==> src/core/pmt_pkg.sv <==
// constants and types for the mac-facing phy timing block
package pmt_pkg;
  localparam int CLK_NS        = 10;
  localparam int SYNC_LAG      = 4;
  localparam int CW            = 12;
  localparam int NIB_W         = 4;
  localparam int FIFO_D        = 4;
  localparam int T10_PER_NS    = 400;
  localparam int T10_HALF_NS   = 200;
  localparam int T100_PER_NS   = 40;
  localparam int T100_HALF_NS  = 20;
  localparam int TREF_PER_NS   = 20;
  localparam int SQE_DLY_NS    = 2500;
  localparam int SQE_PW_NS     = 1000;
  localparam int CRS_ON10_NS   = 160;
  localparam int CRS_OFF10_NS  = 510;
  localparam int CRS_ON100_NS  = 34;
  localparam int CRS_OFF100_NS = 33;
  localparam int RLAT10_NS     = 6500;
  localparam int RXD100_NS     = 52;
  localparam int RXER100_NS    = 60;
  localparam int RXDV100_NS    = 140;
  localparam int HALF10_CYC    = T10_HALF_NS / CLK_NS;
  localparam int HALF100_CYC   = T100_HALF_NS / CLK_NS;
  localparam int REFHALF_CYC   = TREF_PER_NS / (2 * CLK_NS);
  localparam int SQE_DLY_CYC   = (SQE_DLY_NS + CLK_NS - 1) / CLK_NS;
  localparam int SQE_PW_CYC    = (SQE_PW_NS + CLK_NS - 1) / CLK_NS;
  localparam int CRS_ON10_CYC  = (CRS_ON10_NS + CLK_NS - 1) / CLK_NS;
  localparam int CRS_OFF10_CYC = (CRS_OFF10_NS + CLK_NS - 1) / CLK_NS;
  localparam int CRS_ON100_CYC = (CRS_ON100_NS + CLK_NS - 1) / CLK_NS;
  localparam int CRS_OFF100_CYC = (CRS_OFF100_NS + CLK_NS - 1) / CLK_NS;
  localparam int RLAT10_CYC    = (RLAT10_NS + CLK_NS - 1) / CLK_NS;
  localparam int RXD100_CYC    = (RXD100_NS + CLK_NS - 1) / CLK_NS;
  localparam int RXER100_CYC   = (RXER100_NS + CLK_NS - 1) / CLK_NS;
  localparam int RXDV100_CYC   = (RXDV100_NS + CLK_NS - 1) / CLK_NS;
  localparam logic [1:0] MODE_10  = 2'h0;
  localparam logic [1:0] MODE_100 = 2'h1;
  localparam logic [1:0] SEL_D    = 2'h0;
  localparam logic [1:0] SEL_ER   = 2'h1;
  localparam logic [1:0] SEL_DV   = 2'h2;
  typedef logic [NIB_W-1:0] pmt_nib_t;
  typedef enum logic [2:0] {
    SQE_IDLE  = 3'h1,
    SQE_WAIT  = 3'h2,
    SQE_PULSE = 3'h4
  } pmt_sqe_t;
endpackage

==> src/core/pmt_strm_if.sv <==
// valid/ready nibble stream between the block's own modules
`timescale 1ns/1ps
`default_nettype none
interface pmt_strm_if #(parameter int W = 4);
  logic         vld;
  logic         rdy;
  logic [W-1:0] dat;
  modport snk (input vld, input dat, output rdy);
  modport src (output vld, output dat, input rdy);
endinterface
`default_nettype wire

==> src/core/pmt_top.sv <==
// mac-facing data timing of a 10/100 phy: clocks, carrier, sqe, receive latency
`timescale 1ns/1ps
`default_nettype none
module pmt_top (
  // clock and reset
  input  wire logic              sys_clk_i,
  input  wire logic              rst_n_i,
  // resolved link configuration
  input  wire logic              spd_100_i,
  input  wire logic              rmii_mode_i,
  // mac transmit side
  input  wire logic              mac_tx_en_i,
  input  wire pmt_pkg::pmt_nib_t mac_txd_i,
  // clocks toward the mac
  output logic                   mac_txc_o,
  output logic                   mac_rxc_o,
  output logic                   mac_ref_clk_o,
  // mac receive side
  output pmt_pkg::pmt_nib_t      mac_rxd_o,
  output logic                   mac_rx_err_o,
  output logic                   mac_rx_dv_o,
  output logic                   mac_crs_o,
  output logic                   mac_col_o,
  // line transmit stream
  output logic                   line_tx_vld_o,
  output pmt_pkg::pmt_nib_t      line_tx_dat_o,
  input  wire logic              line_tx_rdy_i,
  output logic                   tx_ovf_o,
  // line receive stream
  input  wire logic              line_rx_act_i,
  input  wire pmt_pkg::pmt_nib_t line_rx_dat_i,
  input  wire logic              line_rx_err_i
);
  import pmt_pkg::*;

  logic [4:0]    s1_q, s2_q, s3_q, filt_q;
  logic          txen_f, txen_prev_q;
  logic [1:0]    mode_q;
  logic          mode_chg, fast;
  logic [CW-1:0] div_cnt_q;
  logic          clk_q, rise_p_q, ref_q;
  logic [2:0]    rise_dl_q;
  logic          cap_vld_q, ovf_q;
  pmt_nib_t      cap_dat_q;
  logic          tx_crs_q, crs_q;
  logic [CW-1:0] tx_lat_q;
  pmt_sqe_t      sqe_q;
  logic [CW-1:0] sqe_cnt_q;
  logic          col_q;
  logic [CW-1:0] rx_cnt_q;
  pmt_nib_t      rxd_q;
  logic          rxer_q, rxdv_q;

  pmt_strm_if #(.W(NIB_W)) q_in ();
  pmt_strm_if #(.W(NIB_W)) q_out ();

  function automatic logic [CW-1:0] half_cyc(input logic [1:0] m);
    if (m[1])
      return CW'(REFHALF_CYC);
    else if (m[0])
      return CW'(HALF100_CYC);
    else
      return CW'(HALF10_CYC);
  endfunction

  // the synchroniser already costs SYNC_LAG cycles, so it is taken off here
  function automatic logic [CW-1:0] crs_lat(input logic f, input logic on);
    int c;
    c = f ? (on ? CRS_ON100_CYC : CRS_OFF100_CYC) : (on ? CRS_ON10_CYC : CRS_OFF10_CYC);
    c = c - SYNC_LAG;
    if (c < 1)
      c = 1;
    return CW'(c);
  endfunction

  function automatic logic [CW-1:0] rx_lat(input logic f, input logic [1:0] sel);
    if (!f)
      return CW'(RLAT10_CYC);
    else if (sel == SEL_D)
      return CW'(RXD100_CYC);
    else if (sel == SEL_ER)
      return CW'(RXER100_CYC);
    else
      return CW'(RXDV100_CYC);
  endfunction

  // mac pins: three flops, a change counts once stages two and three agree
  always_ff @(posedge sys_clk_i or negedge rst_n_i)
  begin
    if (!rst_n_i)
    begin
      s1_q   <= 5'h00;
      s2_q   <= 5'h00;
      s3_q   <= 5'h00;
      filt_q <= 5'h00;
    end
    else
    begin
      s1_q <= {mac_tx_en_i, mac_txd_i};
      s2_q <= s1_q;
      s3_q <= s2_q;
      if (s2_q == s3_q)
        filt_q <= s3_q;
    end
  end
  assign txen_f = filt_q[4];

  always_ff @(posedge sys_clk_i or negedge rst_n_i)
  begin
    if (!rst_n_i)
      mode_q <= MODE_10;
    else
      mode_q <= {rmii_mode_i, spd_100_i};
  end
  assign mode_chg = ({rmii_mode_i, spd_100_i} != mode_q);
  assign fast     = mode_q[0];

  // one divider feeds the mac transmit and receive clocks, restarted on any speed change
  always_ff @(posedge sys_clk_i or negedge rst_n_i)
  begin
    if (!rst_n_i)
    begin
      div_cnt_q <= '0;
      clk_q     <= 1'b0;
      rise_p_q  <= 1'b0;
    end
    else if (mode_chg)
    begin
      div_cnt_q <= '0;
      clk_q     <= 1'b0;
      rise_p_q  <= 1'b0;
    end
    else if (div_cnt_q == half_cyc(mode_q) - CW'(1))
    begin
      div_cnt_q <= '0;
      clk_q     <= ~clk_q;
      rise_p_q  <= ~clk_q;
    end
    else
    begin
      div_cnt_q <= div_cnt_q + CW'(1);
      rise_p_q  <= 1'b0;
    end
  end
  assign mac_txc_o = clk_q;
  assign mac_rxc_o = clk_q;

  always_ff @(posedge sys_clk_i or negedge rst_n_i)
  begin
    if (!rst_n_i)
      ref_q <= 1'b0;
    else
      ref_q <= ~ref_q;
  end
  assign mac_ref_clk_o = ref_q;

  // capture three cycles after the edge so the filtered value is the one that
  // stood just before that edge
  always_ff @(posedge sys_clk_i or negedge rst_n_i)
  begin
    if (!rst_n_i)
      rise_dl_q <= 3'h0;
    else
      rise_dl_q <= {rise_dl_q[1:0], rise_p_q};
  end

  always_ff @(posedge sys_clk_i or negedge rst_n_i)
  begin
    if (!rst_n_i)
    begin
      cap_vld_q <= 1'b0;
      cap_dat_q <= '0;
      ovf_q     <= 1'b0;
    end
    else
    begin
      ovf_q <= 1'b0;
      if (cap_vld_q && q_in.rdy)
        cap_vld_q <= 1'b0;
      if (rise_dl_q[2] && txen_f)
      begin
        if (cap_vld_q && !q_in.rdy)
          ovf_q <= 1'b1;
        else
        begin
          cap_vld_q <= 1'b1;
          cap_dat_q <= filt_q[3:0];
        end
      end
    end
  end
  assign q_in.vld  = cap_vld_q;
  assign q_in.dat  = cap_dat_q;
  assign q_out.rdy = line_tx_rdy_i;
  assign line_tx_vld_o = q_out.vld;
  assign line_tx_dat_o = q_out.dat;
  assign tx_ovf_o      = ovf_q;

  pmt_fifo #(.W(NIB_W), .D(FIFO_D)) u_fifo (
    .clk_i   (sys_clk_i),
    .rst_n_i (rst_n_i),
    .wr      (q_in.snk),
    .rd      (q_out.src)
  );

  always_ff @(posedge sys_clk_i or negedge rst_n_i)
  begin
    if (!rst_n_i)
    begin
      tx_crs_q <= 1'b0;
      tx_lat_q <= '0;
    end
    else if (txen_f == tx_crs_q)
      tx_lat_q <= '0;
    else if (tx_lat_q == crs_lat(fast, txen_f) - CW'(1))
    begin
      tx_crs_q <= txen_f;
      tx_lat_q <= '0;
    end
    else
      tx_lat_q <= tx_lat_q + CW'(1);
  end

  always_ff @(posedge sys_clk_i or negedge rst_n_i)
  begin
    if (!rst_n_i)
      crs_q <= 1'b0;
    else
      crs_q <= tx_crs_q | line_rx_act_i;
  end
  assign mac_crs_o = crs_q;

  always_ff @(posedge sys_clk_i or negedge rst_n_i)
  begin
    if (!rst_n_i)
    begin
      sqe_q       <= SQE_IDLE;
      sqe_cnt_q   <= '0;
      txen_prev_q <= 1'b0;
    end
    else
    begin
      txen_prev_q <= txen_f;
      unique case (sqe_q)
        SQE_IDLE:
          if (!fast && txen_prev_q && !txen_f)
          begin
            sqe_q     <= SQE_WAIT;
            sqe_cnt_q <= '0;
          end
        SQE_WAIT:
          if (fast || txen_f)
            sqe_q <= SQE_IDLE;
          else if (sqe_cnt_q == CW'(SQE_DLY_CYC - 1))
          begin
            sqe_q     <= SQE_PULSE;
            sqe_cnt_q <= '0;
          end
          else
            sqe_cnt_q <= sqe_cnt_q + CW'(1);
        SQE_PULSE:
          if (fast || sqe_cnt_q == CW'(SQE_PW_CYC - 1))
            sqe_q <= SQE_IDLE;
          else
            sqe_cnt_q <= sqe_cnt_q + CW'(1);
        default:
          sqe_q <= SQE_IDLE;
      endcase
    end
  end

  // half-duplex collision as well as the heartbeat
  always_ff @(posedge sys_clk_i or negedge rst_n_i)
  begin
    if (!rst_n_i)
      col_q <= 1'b0;
    else
      col_q <= (sqe_q == SQE_PULSE && !fast) | (txen_f & line_rx_act_i);
  end
  assign mac_col_o = col_q;

  always_ff @(posedge sys_clk_i or negedge rst_n_i)
  begin
    if (!rst_n_i)
      rx_cnt_q <= '0;
    else if (!line_rx_act_i)
      rx_cnt_q <= '0;
    else if (rx_cnt_q != '1)
      rx_cnt_q <= rx_cnt_q + CW'(1);
  end

  always_ff @(posedge sys_clk_i or negedge rst_n_i)
  begin
    if (!rst_n_i)
    begin
      rxd_q  <= '0;
      rxer_q <= 1'b0;
      rxdv_q <= 1'b0;
    end
    else if (rise_p_q)
    begin
      rxd_q  <= (line_rx_act_i && rx_cnt_q >= rx_lat(fast, SEL_D)) ? line_rx_dat_i : '0;
      rxer_q <= line_rx_act_i && line_rx_err_i && rx_cnt_q >= rx_lat(fast, SEL_ER);
      rxdv_q <= line_rx_act_i && rx_cnt_q >= rx_lat(fast, SEL_DV);
    end
  end
  assign mac_rxd_o    = rxd_q;
  assign mac_rx_err_o = rxer_q;
  assign mac_rx_dv_o  = rxdv_q;

  // helper counters read only by the checks below
  logic [CW-1:0] hi_len_q, off_run_q, col_run_q;
  logic          clean_q;
  always_ff @(posedge sys_clk_i or negedge rst_n_i)
  begin
    if (!rst_n_i)
    begin
      hi_len_q  <= '0;
      off_run_q <= '0;
      col_run_q <= '0;
      clean_q   <= 1'b0;
    end
    else
    begin
      hi_len_q  <= rise_p_q ? CW'(1) : (clk_q ? hi_len_q + CW'(1) : hi_len_q);
      off_run_q <= txen_f ? '0 : ((off_run_q == '1) ? off_run_q : off_run_q + CW'(1));
      col_run_q <= col_q ? col_run_q + CW'(1) : '0;
      clean_q   <= mode_chg ? 1'b0 : (rise_p_q ? 1'b1 : clean_q);
    end
  end

  property p_half_10;
    @(posedge sys_clk_i) disable iff (!rst_n_i)
      $fell(mac_txc_o) && clean_q && mode_q == MODE_10 |-> hi_len_q == CW'(HALF10_CYC);
  endproperty
  a_half_10: assert property (p_half_10) else $error("10M clock half period wrong");

  property p_half_100;
    @(posedge sys_clk_i) disable iff (!rst_n_i)
      $rose(mac_txc_o) && mode_q == MODE_100 && !mode_chg |=> mac_txc_o ##1 !mac_txc_o && !mac_rxc_o;
  endproperty
  a_half_100: assert property (p_half_100) else $error("100M clock half period wrong");

  property p_cap_edge;
    @(posedge sys_clk_i) disable iff (!rst_n_i)
      $rose(cap_vld_q) |-> $past(rise_dl_q[2]) && $past(txen_f);
  endproperty
  a_cap_edge: assert property (p_cap_edge) else $error("capture off the rising edge");

  property p_rx_launch;
    @(posedge sys_clk_i) disable iff (!rst_n_i)
      $changed({mac_rxd_o, mac_rx_err_o, mac_rx_dv_o}) |-> $past(rise_p_q) && $past(mac_rxc_o);
  endproperty
  a_rx_launch: assert property (p_rx_launch) else $error("receive outputs moved off edge");

  property p_sqe_time;
    @(posedge sys_clk_i) disable iff (!rst_n_i)
      $rose(mac_col_o) && !line_rx_act_i && !fast |-> off_run_q == CW'(SQE_DLY_CYC + 2);
  endproperty
  a_sqe_time: assert property (p_sqe_time) else $error("sqe delay wrong");

  property p_sqe_len;
    @(posedge sys_clk_i) disable iff (!rst_n_i)
      $fell(mac_col_o) && !line_rx_act_i && !fast |-> col_run_q == CW'(SQE_PW_CYC);
  endproperty
  a_sqe_len: assert property (p_sqe_len) else $error("sqe pulse length wrong");

  property p_crs_10;
    @(posedge sys_clk_i) disable iff (!rst_n_i)
      $rose(txen_f) && mode_q == MODE_10 && !tx_crs_q && !line_rx_act_i |-> ##12 !mac_crs_o ##1 mac_crs_o;
  endproperty
  a_crs_10: assert property (p_crs_10) else $error("10M carrier on latency wrong");

  property p_crs_10_off;
    @(posedge sys_clk_i) disable iff (!rst_n_i)
      $fell(txen_f) && mode_q == MODE_10 && tx_crs_q && !line_rx_act_i |-> ##47 mac_crs_o ##1 !mac_crs_o;
  endproperty
  a_crs_10_off: assert property (p_crs_10_off) else $error("10M carrier off latency wrong");

  property p_crs_100;
    @(posedge sys_clk_i) disable iff (!rst_n_i)
      $rose(txen_f) && fast && !tx_crs_q && !line_rx_act_i |-> ##1 !mac_crs_o ##1 mac_crs_o;
  endproperty
  a_crs_100: assert property (p_crs_100) else $error("100M carrier on latency wrong");

  property p_rlat_10;
    @(posedge sys_clk_i) disable iff (!rst_n_i)
      $rose(mac_rx_dv_o) && mode_q == MODE_10 |->
        $past(rx_cnt_q) >= CW'(RLAT10_CYC) && $past(rx_cnt_q) <= CW'(RLAT10_CYC + 2 * HALF10_CYC);
  endproperty
  a_rlat_10: assert property (p_rlat_10) else $error("10M receive latency wrong");

  property p_rlat_100;
    @(posedge sys_clk_i) disable iff (!rst_n_i)
      $rose(mac_rx_dv_o) && fast |->
        $past(rx_cnt_q) >= CW'(RXDV100_CYC) && $past(rx_cnt_q) <= CW'(RXDV100_CYC + 2 * HALF100_CYC);
  endproperty
  a_rlat_100: assert property (p_rlat_100) else $error("100M valid latency wrong");

  property p_ref;
    @(posedge sys_clk_i) disable iff (!rst_n_i)
      $past(rst_n_i) |-> mac_ref_clk_o != $past(mac_ref_clk_o);
  endproperty
  a_ref: assert property (p_ref) else $error("reference clock not 20 ns");

  property p_rmii_rate;
    @(posedge sys_clk_i) disable iff (!rst_n_i)
      $rose(mac_txc_o) && mode_q[1] && !mode_chg |=> !mac_txc_o;
  endproperty
  a_rmii_rate: assert property (p_rmii_rate) else $error("clock rate ignores mode");

  property p_no_sqe_100;
    @(posedge sys_clk_i) disable iff (!rst_n_i)
      fast ##1 fast |=> sqe_q == SQE_IDLE && (!mac_col_o || $past(txen_f && line_rx_act_i));
  endproperty
  a_no_sqe_100: assert property (p_no_sqe_100) else $error("sqe seen at 100M");
endmodule
`default_nettype wire

==> src/core/pmt_fifo.sv <==
// small transmit nibble fifo with registered read data
`timescale 1ns/1ps
`default_nettype none
module pmt_fifo #(
  parameter int W = 4,
  parameter int D = 4
) (
  // clock and reset
  input  wire logic   clk_i,
  input  wire logic   rst_n_i,
  // stream sides
  pmt_strm_if.snk     wr,
  pmt_strm_if.src     rd
);
  localparam int AW = $clog2(D);
  logic [W-1:0]  mem_q [D];
  logic [AW-1:0] wp_q;
  logic [AW-1:0] rp_q;
  logic [AW:0]   cnt_q;
  logic          ovld_q;
  logic [W-1:0]  odat_q;
  logic          push;
  logic          pop;

  assign wr.rdy = (cnt_q != (AW+1)'(D));
  assign push   = wr.vld && wr.rdy;
  // refill the output register whenever it is empty or being taken
  assign pop    = (cnt_q != '0) && (!ovld_q || rd.rdy);
  assign rd.vld = ovld_q;
  assign rd.dat = odat_q;

  always_ff @(posedge clk_i)
  begin
    if (push)
    begin
      mem_q[wp_q] <= wr.dat;
    end
  end

  always_ff @(posedge clk_i or negedge rst_n_i)
  begin
    if (!rst_n_i)
    begin
      wp_q  <= '0;
      rp_q  <= '0;
      cnt_q <= '0;
    end
    else
    begin
      if (push)
      begin
        wp_q <= wp_q + AW'(1);
      end
      if (pop)
      begin
        rp_q <= rp_q + AW'(1);
      end
      cnt_q <= cnt_q + (AW+1)'(push) - (AW+1)'(pop);
    end
  end

  always_ff @(posedge clk_i or negedge rst_n_i)
  begin
    if (!rst_n_i)
    begin
      ovld_q <= 1'b0;
      odat_q <= '0;
    end
    else if (pop)
    begin
      ovld_q <= 1'b1;
      odat_q <= mem_q[rp_q];
    end
    else if (rd.rdy)
    begin
      ovld_q <= 1'b0;
    end
  end
endmodule
`default_nettype wire

==> config.mk <==
export PLATFORM = sky130hd
export DESIGN_NAME = pmt_top
export DESIGN_NICKNAME = d
export VERILOG_FILES = /design/src/core/pmt_pkg.sv /design/src/core/pmt_strm_if.sv /design/src/core/pmt_top.sv /design/src/core/pmt_fifo.sv
export SDC_FILE = /design/constraint.sdc
export NUM_CORES = 1
export LEC_CHECK = 0
export BUFFER_PORTS_ARGS = -buffer_cell sky130_fd_sc_hd__buf_4
export CAP_MARGIN = 10
export CORE_MARGIN = 5
export CORE_UTILIZATION = 40
export CTS_BUF_LIST = sky130_fd_sc_hd__clkbuf_8
export DETAILED_ROUTE_END_ITERATION = 10
export GPL_ROUTABILITY_DRIVEN = 0
export SYNTH_ARGS = -nofsm -noshare
export SYNTH_HDL_FRONTEND = slang
export SYNTH_SLANG_ARGS = --single-unit
==> constraint.sdc <==
create_clock -name sys_clk_i -period 2.8 [get_ports sys_clk_i]
set_input_delay 0.42 -clock sys_clk_i [delete_from_list [all_inputs] [get_ports sys_clk_i]]
set_output_delay 0.42 -clock sys_clk_i [all_outputs]
set_load 0.01 [all_outputs]
==> results of run 1 <==
[cells in the final DEF (no fill, tap or decap), types with 3 or more instances in the layout]
| master | netlist | final |
|---|---|---|
| nand3_1 | 26 | 26 |
| o21ai_0 | 7 | 7 |
| mux2i_1 | 3 | 3 |
| and2_1 | 7 | 7 |
| nor3_1 | 10 | 10 |
| nand2_1 | 22 | 22 |
| xnor2_1 | 24 | 24 |
| nor4_1 | 3 | 3 |
| a211oi_1 | 8 | 8 |
| nand2b_1 | 4 | 4 |
| buf_4 | 2 | 36 |
| o22ai_1 | 8 | 8 |
| a21oi_1 | 7 | 7 |
| nor2_1 | 60 | 60 |
| and3_1 | 9 | 9 |
| mux4_2 | 4 | 4 |
| xor2_1 | 23 | 23 |
| dfrtp_1 | 106 | 106 |
| edfxtp_1 | 16 | 16 |
| ha_1 | 17 | 17 |
| mux2_2 | 13 | 13 |
| clkbuf_8 | 0 | 24 |
| clkinv_2 | 0 | 3 |
| and4_1 | 3 | 3 |
| a31oi_1 | 6 | 6 |
| or3_1 | 3 | 3 |
| nand4_1 | 11 | 11 |
| inv_1 | 31 | 33 |
[power by group through the flow]
| stage | Combinational [W] | Clock [W] | Sequential, W |
|---|---|---|---|
| 4_1_cts | 0.000926 | 0.00167 | 0.00235 |
| 5_1_grt | 0.00103 | 0.00175 | 0.00239 |
| 3_3_place_gp | 0.000886 | 0 | 0.00236 |
| 3_5_place_dp | 0.000920 | 0 | 0.00238 |
| 2_1_floorplan | 0.000616 | 0 | 0.00233 |
| 6_report | 0.000906 | 0.00162 | 0.00234 |
[registers in the layout (all words and copies together), names as in the netlist, 4 cells and up]
register       cells
cap_dat_q          4
s2_q               5
u_fifo.rd.dat      4
u_fifo.mem_q      16
div_cnt_q         12
s1_q               5
mac_rxd_o          4
rx_cnt_q          12
sqe_cnt_q         12
filt_q             5
s3_q               5
tx_lat_q          12
[per-layer routing]
metal | vias to the layer above | routed length, microns
met3 | 12 | 350
met1 | 1734 | 4513
li1 | 1737 | -
met4 | 0 | 135
met2 | 51 | 4693
met5 | - | 0
[worst max-delay path by stage]
stage | to | cells past startpoint | slack [ps]
2_1_floorplan | div_cnt_q[10] | 10 | 500
3_3_place_gp | div_cnt_q[3] | 8 | 500
3_5_place_dp | div_cnt_q[9] | 8 | 400
4_1_cts | div_cnt_q[9] | 8 | 370
5_1_grt | div_cnt_q[9] | 8 | 160
6_report | div_cnt_q[9] | 8 | 420
[cell type report]
cell class	count	area share [%]
clock buffers	24	5.185
clock inverters	8	1.414
inverters	31	1.826
multi-input cells	307	33.97
flip-flops and latches	123	49.59
well taps	176	3.456
repair buffers	37	4.556
[stage by stage]
stage / total power (W) / area [sq um] / setup slack, ps / utilization [%] / std cells
4_1_cts: 0.004940 / 6371 / 368.9 / 47.73 / 706
3_5_place_dp: 0.003297 / 5951 / 400.4 / 44.58 / 674
3_3_place_gp: 0.003243 / 5951 / 496.2 / 44.58 / 674
2_1_floorplan: 0.002946 / 5502 / 501.4 / - / 474
5_1_grt: 0.005167 / 6371 / 164.2 / 47.73 / 706
6_report: 0.004869 / 6371 / 425.0 / 47.73 / 706
[cell families (layout without fill, tap and decap cells)]
group | after synthesis | after routing | synth area share, %
compound gates | 53 | 53 | 7.301
xor+xnor | 47 | 47 | 7.482
fa+ha+maj | 18 | 18 | 4.230
buf+inv | 44 | 100 | 3.229
flops | 123 | 123 | 57.43
mux | 20 | 20 | 4.844
simple gates | 169 | 169 | 15.49
==> metrics.txt, run 1 <==
GRT Util Overall 13.07%; cell count of the worst reg-to-reg path 8; min Tclk post-route approximately 2400 ps; reported leakage power roughly 2.8 nW; Comb pwr share between 10% and 20%; share of Yosys cell area claimed by the top area cell type about half; Clk network pwr share between 30% and 40%; GRT met2 Usage between 20% and 30%; fraction of layout instances using a drive strength above 1 18.11%; vias in the first global route between 3000 and 4000; net count of the mapped netlist 508; Flop pwr share ~48%; ratio of routed vias to standard cells 5.006; maximum number of pins on one net before global-route repair 54; Worst Path Required 3090 ps; worst setup skew after layout 10.26 ps; critical register-to-register path endpoint div_cnt_q[9]; async set-reset flop share out of synthesis 86.99%; post-route clock period utilization a little over four fifths; Hold Path Class input pin to asynchronous set/reset pin; number of port buffers 32; arrival time reported for the critical path endpoint 2670 ps; busiest metal layer after global routing met2; cell repeated most along the worst path nor2_1; gr ovfl total 0; Pwr Density around 760 nW/um^2; Synth Register Bits roughly 120; sequential share of the synthesized area between 50% and 60%; library cell with the largest summed area after synthesis dfrtp_1; area inside the core boundary 13350 sq um; count of flip-flops with a built-in enable after synthesis 16; total I/O pin count 33; yosys synthesis warning count 0; commonest cells in the synthesized netlist dfrtp_1 (106), nor2_1 (60), inv_1 (31), nand3_1 (26), xnor2_1 (24); top achievable clock speed 421.0 MHz; setup repair after global routing missed its margin false; largest fanout of any net on the critical path 12; cell family with the largest share of critical-path delay simple AND/OR/NAND/NOR gates; most common cell in the synthesized netlist dfrtp_1; final WL approximately 9700 microns; post-cts sizing count 0; RR Startpoint mode_q[1]; post-route DRC violation count 0; detailed-route via count roughly 3500; synthesized area per cell roughly 12 sq um; capturing element type of the critical path flip-flop; critical path type flip-flop to flip-flop; initial core utilization between 40% and 50%; initial DRC count 193; Inserted Clock Buffers 17; transition time at the pin with the least slew margin approximately 700 ps; Clk Latency, worst-skew pair between 400 and 500 ps; worst reg2reg setup slack roughly 420 ps; cell at the slowest stage of the critical path dfrtp_1; clock input transition at the sequential cells of the worst setup and hold paths 70 ps; number of max-slew violations in the final report 0; worst path bufs/invs 1; Worst Setup Start Kind flip-flop; count of endpoints failing setup in the final report 0; cells traversed along the worst timing path nor2_1 -> inv_1 -> ha_1 -> or4_1 -> a211oi_1 -> o2111ai_1 -> nand3_1 -> nor2_1; standard-cell rows 42; CTS tree done; first-pass iteration count of the detailed router 4; number of max-capacitance violations reported 0; placed wire-length estimate roughly 6600 microns; cell at the root of the clock tree clkbuf_8; net switching share of the total power between 20% and 30%; met3 usage ~4.3%; width of the chip about 130 microns; launch point of the worst path mode_q[1]; net switching power figure 0.001373 W; first-pass GRT wire length 16890 microns; multi-input gate area in the final layout approximately 2200 sq um; Antenna Cells 0; status finished, final reports clean; relative slew slack 51.95%; maximum vdd drop approximately 0.46 mV; top cells by area, synth dfrtp_1 (48%), edfxtp_1 (8.7%), nor2_1 (4.1%); Post-synth top flop dfrtp_1; count of nets left with antenna violations after detail routing 0; Worst path max stage delay roughly 410 ps; synthesis-to-layout area growth 15.81%; Setup Total Neg Slack 0 ps; maximum clock insertion buffer count 2; cell-internal power roughly 0.0035 W; overall die height around 130 microns; grt met1 use between 15 and 20%; final hold slack about 38 ps; Nets 551; number of fillers in the final layout roughly 1300; number of antenna violations at the first check in global routing 0; final hold vios 0; Routed WL per cell ~14 microns; clk sink count approximately 120; cell area after synthesis approximately 5500 sq um; hold buffers post-CTS 0; Sequential cell area between 3000 and 4000 sq um; CTS H-tree depth 4; Netlist cell types 57; post-synthesis instance total 474; Post-CTS Setup Bufs 0; area of the die between 15000 and 20000 sq um
Note: power is estimated with default switching activity, not from simulation.
==> inputs of run 2 (changes only) <==
Settings changed: ABC_AREA set to 1.
Clock period 2.8 ns to 2.1 ns, I/O delays scaled along.
==> run 2 against run 1 <==
- final area up 9.9%
- fmax up 21%
- combinational power up 72%
- hold slack better by 72 ps
- clock-buffer cell count down 7
- sequential power up 32%
- final cell count up 33%
- flip-flop and latch count unchanged
- non-clock buffer count up 15
- critical path type unchanged
- critical endpoint is now u_fifo.cnt_q[2]
- highest routed layer unchanged
==> metrics.txt, run 2 <==
clk sink count 123 (unchanged); count of endpoints failing setup in the final report 0 (unchanged); standard-cell rows 44 (was 42); count of flip-flops with a built-in enable after synthesis 16 (unchanged); library cell with the largest summed area after synthesis dfrtp_1 (unchanged); number of fillers in the final layout 1369 (was 1272); number of antenna violations at the first check in global routing 0 (unchanged); register with the most flip-flops u_fifo.mem_q (unchanged); most common cell in the synthesized netlist nand2_1 (was dfrtp_1); Pwr Density 969.9 nW/um^2 (was 764.3 nW/um^2); top achievable clock speed 509.3 MHz (was 421.0 MHz); vias in the first global route 4568 (was 3571); total I/O pin count 33 (unchanged); Sequential cell area 3159 sq um (unchanged); final hold vios 0 (unchanged); top cells by area, synth dfrtp_1 (44%), nand2_1 (9.6%), edfxtp_1 (8.0%) (was dfrtp_1 (48%), edfxtp_1 (8.7%), nor2_1 (4.1%)); number of port buffers 32 (unchanged); area of the die 17470 sq um (was 16200 sq um); Hold Path Class input pin to flip-flop (was input pin to asynchronous set/reset pin); async set-reset flop share out of synthesis 86.99% (unchanged); Worst Setup Start Kind flip-flop (unchanged); Post-CTS Setup Bufs 0 (unchanged); placed wire-length estimate 8321 microns (was 6614 microns); multi-input gate area in the final layout 2439 sq um (was 2165 sq um); cell at the slowest stage of the critical path dfrtp_1 (unchanged); most frequent standard cell in the layout excluding fill and tap cells nand2_1 (was dfrtp_1); Inserted Clock Buffers 17 (unchanged); yosys synthesis warning count 0 (unchanged); transition time at the pin with the least slew margin 992.3 ps (was 720.8 ps); min Tclk post-route 1963 ps (was 2375 ps); Worst path max stage delay 420 ps (was 410 ps); worst setup skew after layout 12.72 ps (was 10.26 ps); cell area after synthesis 5971 sq um (was 5502 sq um); sequential share of the synthesized area 52.91% (was 57.43%); Clk Latency, worst-skew pair 430 ps (about the same); final non-filler cell area 6999 sq um (was 6371 sq um); capturing element type of the critical path flip-flop (unchanged); Area after DPL 6496 sq um (was 5951 sq um); width of the chip 132.2 microns (was 127.3 microns); gr ovfl total 0 (unchanged); worst reg2reg setup slack 140 ps (was 420 ps); reported leakage power 3.335 nW (was 2.789 nW); synthesis-to-layout area growth 17.23% (was 15.81%); cell at the root of the clock tree clkbuf_8 (unchanged); maximum clock insertion buffer count 2 (unchanged); final core area utilization 47.98% (was 47.73%); synthesized area per cell 8.755 sq um (was 11.61 sq um); first-pass iteration count of the detailed router 4 (unchanged); Worst Path Required 2400 ps (was 3090 ps); fraction of layout instances using a drive strength above 1 14.66% (was 18.11%); non-filler cells, final 941 (was 706); maximum number of pins on one net before global-route repair 37 (was 54); commonest cells in the synthesized netlist nand2_1 (152), dfrtp_1 (106), nor2_1 (90), inv_1 (78), nand3_1 (56) (was dfrtp_1 (106), nor2_1 (60), inv_1 (31), nand3_1 (26), xnor2_1 (24)); post-route DRC violation count 0 (unchanged); number of max-capacitance violations reported 0 (unchanged); Netlist cell types 38 (was 57); max FFs per register 16 (unchanged); final hold slack 110.1 ps (was 38.22 ps); Routed WL per cell 12.16 microns (was 13.73 microns); arrival time reported for the critical path endpoint 2260 ps (was 2670 ps); Antenna Cells 0 (unchanged); critical path type flip-flop to flip-flop (unchanged); Post-synth top flop dfrtp_1 (unchanged); cell repeated most along the worst path ha_1 (was nor2_1); clock input transition at the sequential cells of the worst setup and hold paths 80 ps (was 70 ps); number of max-slew violations in the final report 0 (unchanged); GRT Util Overall 14.00% (was 13.07%); CTS H-tree depth 4 (unchanged); overall die height 132.2 microns (was 127.3 microns); area inside the core boundary 14590 sq um (was 13350 sq um); largest fanout of any net on the critical path 2 (was 12); Setup Total Neg Slack 0 ps (unchanged); post-synthesis instance total 682 (was 474); maximum vdd drop 0.5509 mV (was 0.4584 mV); relative slew slack 33.37% (was 51.95%); cells traversed along the worst timing path o31ai_4 -> inv_2 -> ha_1 -> inv_1 -> ha_1 -> fa_1 -> xor2_1 (was nor2_1 -> inv_1 -> ha_1 -> or4_1 -> a211oi_1 -> o2111ai_1 -> nand3_1 -> nor2_1); setup repair after global routing missed its margin false (unchanged); Synth Register Bits 123 (unchanged); post-route clock period utilization 93.49% (was 84.82%); initial DRC count 234 (was 193); share of Yosys cell area claimed by the top area cell type 44.43% (was 48.21%); status finished, final reports clean (unchanged); first-pass GRT wire length 20570 microns (was 16890 microns); initial core utilization 40.93% (was 41.22%); count of nets left with antenna violations after detail routing 0 (unchanged); CTS tree done (unchanged); final WL 11440 microns (was 9692 microns); net count of the mapped netlist 716 (was 508); ratio of routed vias to standard cells 4.780 (was 5.006); detailed-route via count 4498 (was 3534); number of cells after detailed placement 901 (was 674); Nets 778 (was 551); commonest non-fill, non-tap cells in the layout nand2_1 (152), dfrtp_1 (106), nor2_1 (90) (was dfrtp_1 (106), nor2_1 (60), buf_4 (36))
## run 2: cell count changes after synthesis, moves of 7 or more
cell	before	now
o22ai_1	8	0
o21ai_0	7	31
mux2_2	13	0
a211oi_1	8	0
and2_1	7	0
nor2_1	60	90
nand3_1	26	56
and3_1	9	0
nand2_1	22	152
inv_2	0	8
xnor2_1	24	7
inv_1	31	78
## run 2: report_power, final
part / internal [W] / total (W) / switching, W
registers: 0.00280 / 0.00310 / 0.000304
logic: 0.000638 / 0.00156 / 0.000925
clock network: 0.00117 / 0.00213 / 0.000954
## run 2: timing repair
| action | CTS | global route |
|---|---|---|
| hold buffers | 8 | 0 |
| hold endpoints to repair | 36 | 0 |
| gates resized for setup | 0 | 2 |
| setup endpoints to repair | 0 | 1 |
## run 2: worst max-delay path, delay by kind of cell (launching register included)
kind,cells,cell delay (ps)
xor+xnor,1,180
compound gates,1,290
fa+ha+maj,3,830
flops,1,420
buf+inv,2,100
## run 2: worst paths after layout
kind | from | to | depth (start not counted)
hold reg to reg | rise_dl_q[0] | rise_dl_q[1] | 0
setup / recovery | u_fifo.cnt_q[0] | u_fifo.cnt_q[2] | 7
max in group asynchronous | rst_n_i | sqe_q[0] | 3
setup reg to reg | u_fifo.cnt_q[0] | u_fifo.cnt_q[2] | 7
min in group asynchronous | rst_n_i | u_fifo.rp_q[1] | 2
hold / removal | line_rx_dat_i[2] | mac_rxd_o[2] | 3
## run 2: cell families after synthesis
logic type	count (synthesis)	share of synthesized area, %
xor+xnor	31	4.547
flops	123	52.91
compound gates	64	6.266
simple gates	350	25.90
fa+ha+maj	18	3.898
buf+inv	96	6.475
## run 2: area by class of cell
| cell class | instances | area share, % |
|---|---|---|
| inverter | 87 | 4.666 |
| sequential | 123 | 45.14 |
| clock buffer | 17 | 3.343 |
| tap | 184 | 3.289 |
| clock inverter | 15 | 2.503 |
| multi-input combinational | 463 | 34.84 |
| timing repair buffer | 52 | 6.221 |
## run 2: through the flow
step / total power (W) / setup WS, ps
floorplan: 0.004118 / 15.24
global placement: 0.004631 / 192.3
detailed placement: 0.004703 / 60.64
CTS: 0.006882 / 18.53
global route: 0.007249 / 16.90
finish: 0.006788 / 136.6
## run 2: metal layers
layer | global-route usage [%] | up-vias | share of wire (%)
li1 | - | 2322 | -
met3 | 4.198 | 8 | 3.7
met5 | 0 | - | 0
met4 | 4.129 | 0 | 0.80
met2 | 22.66 | 63 | 48
met1 | 18.26 | 2105 | 47
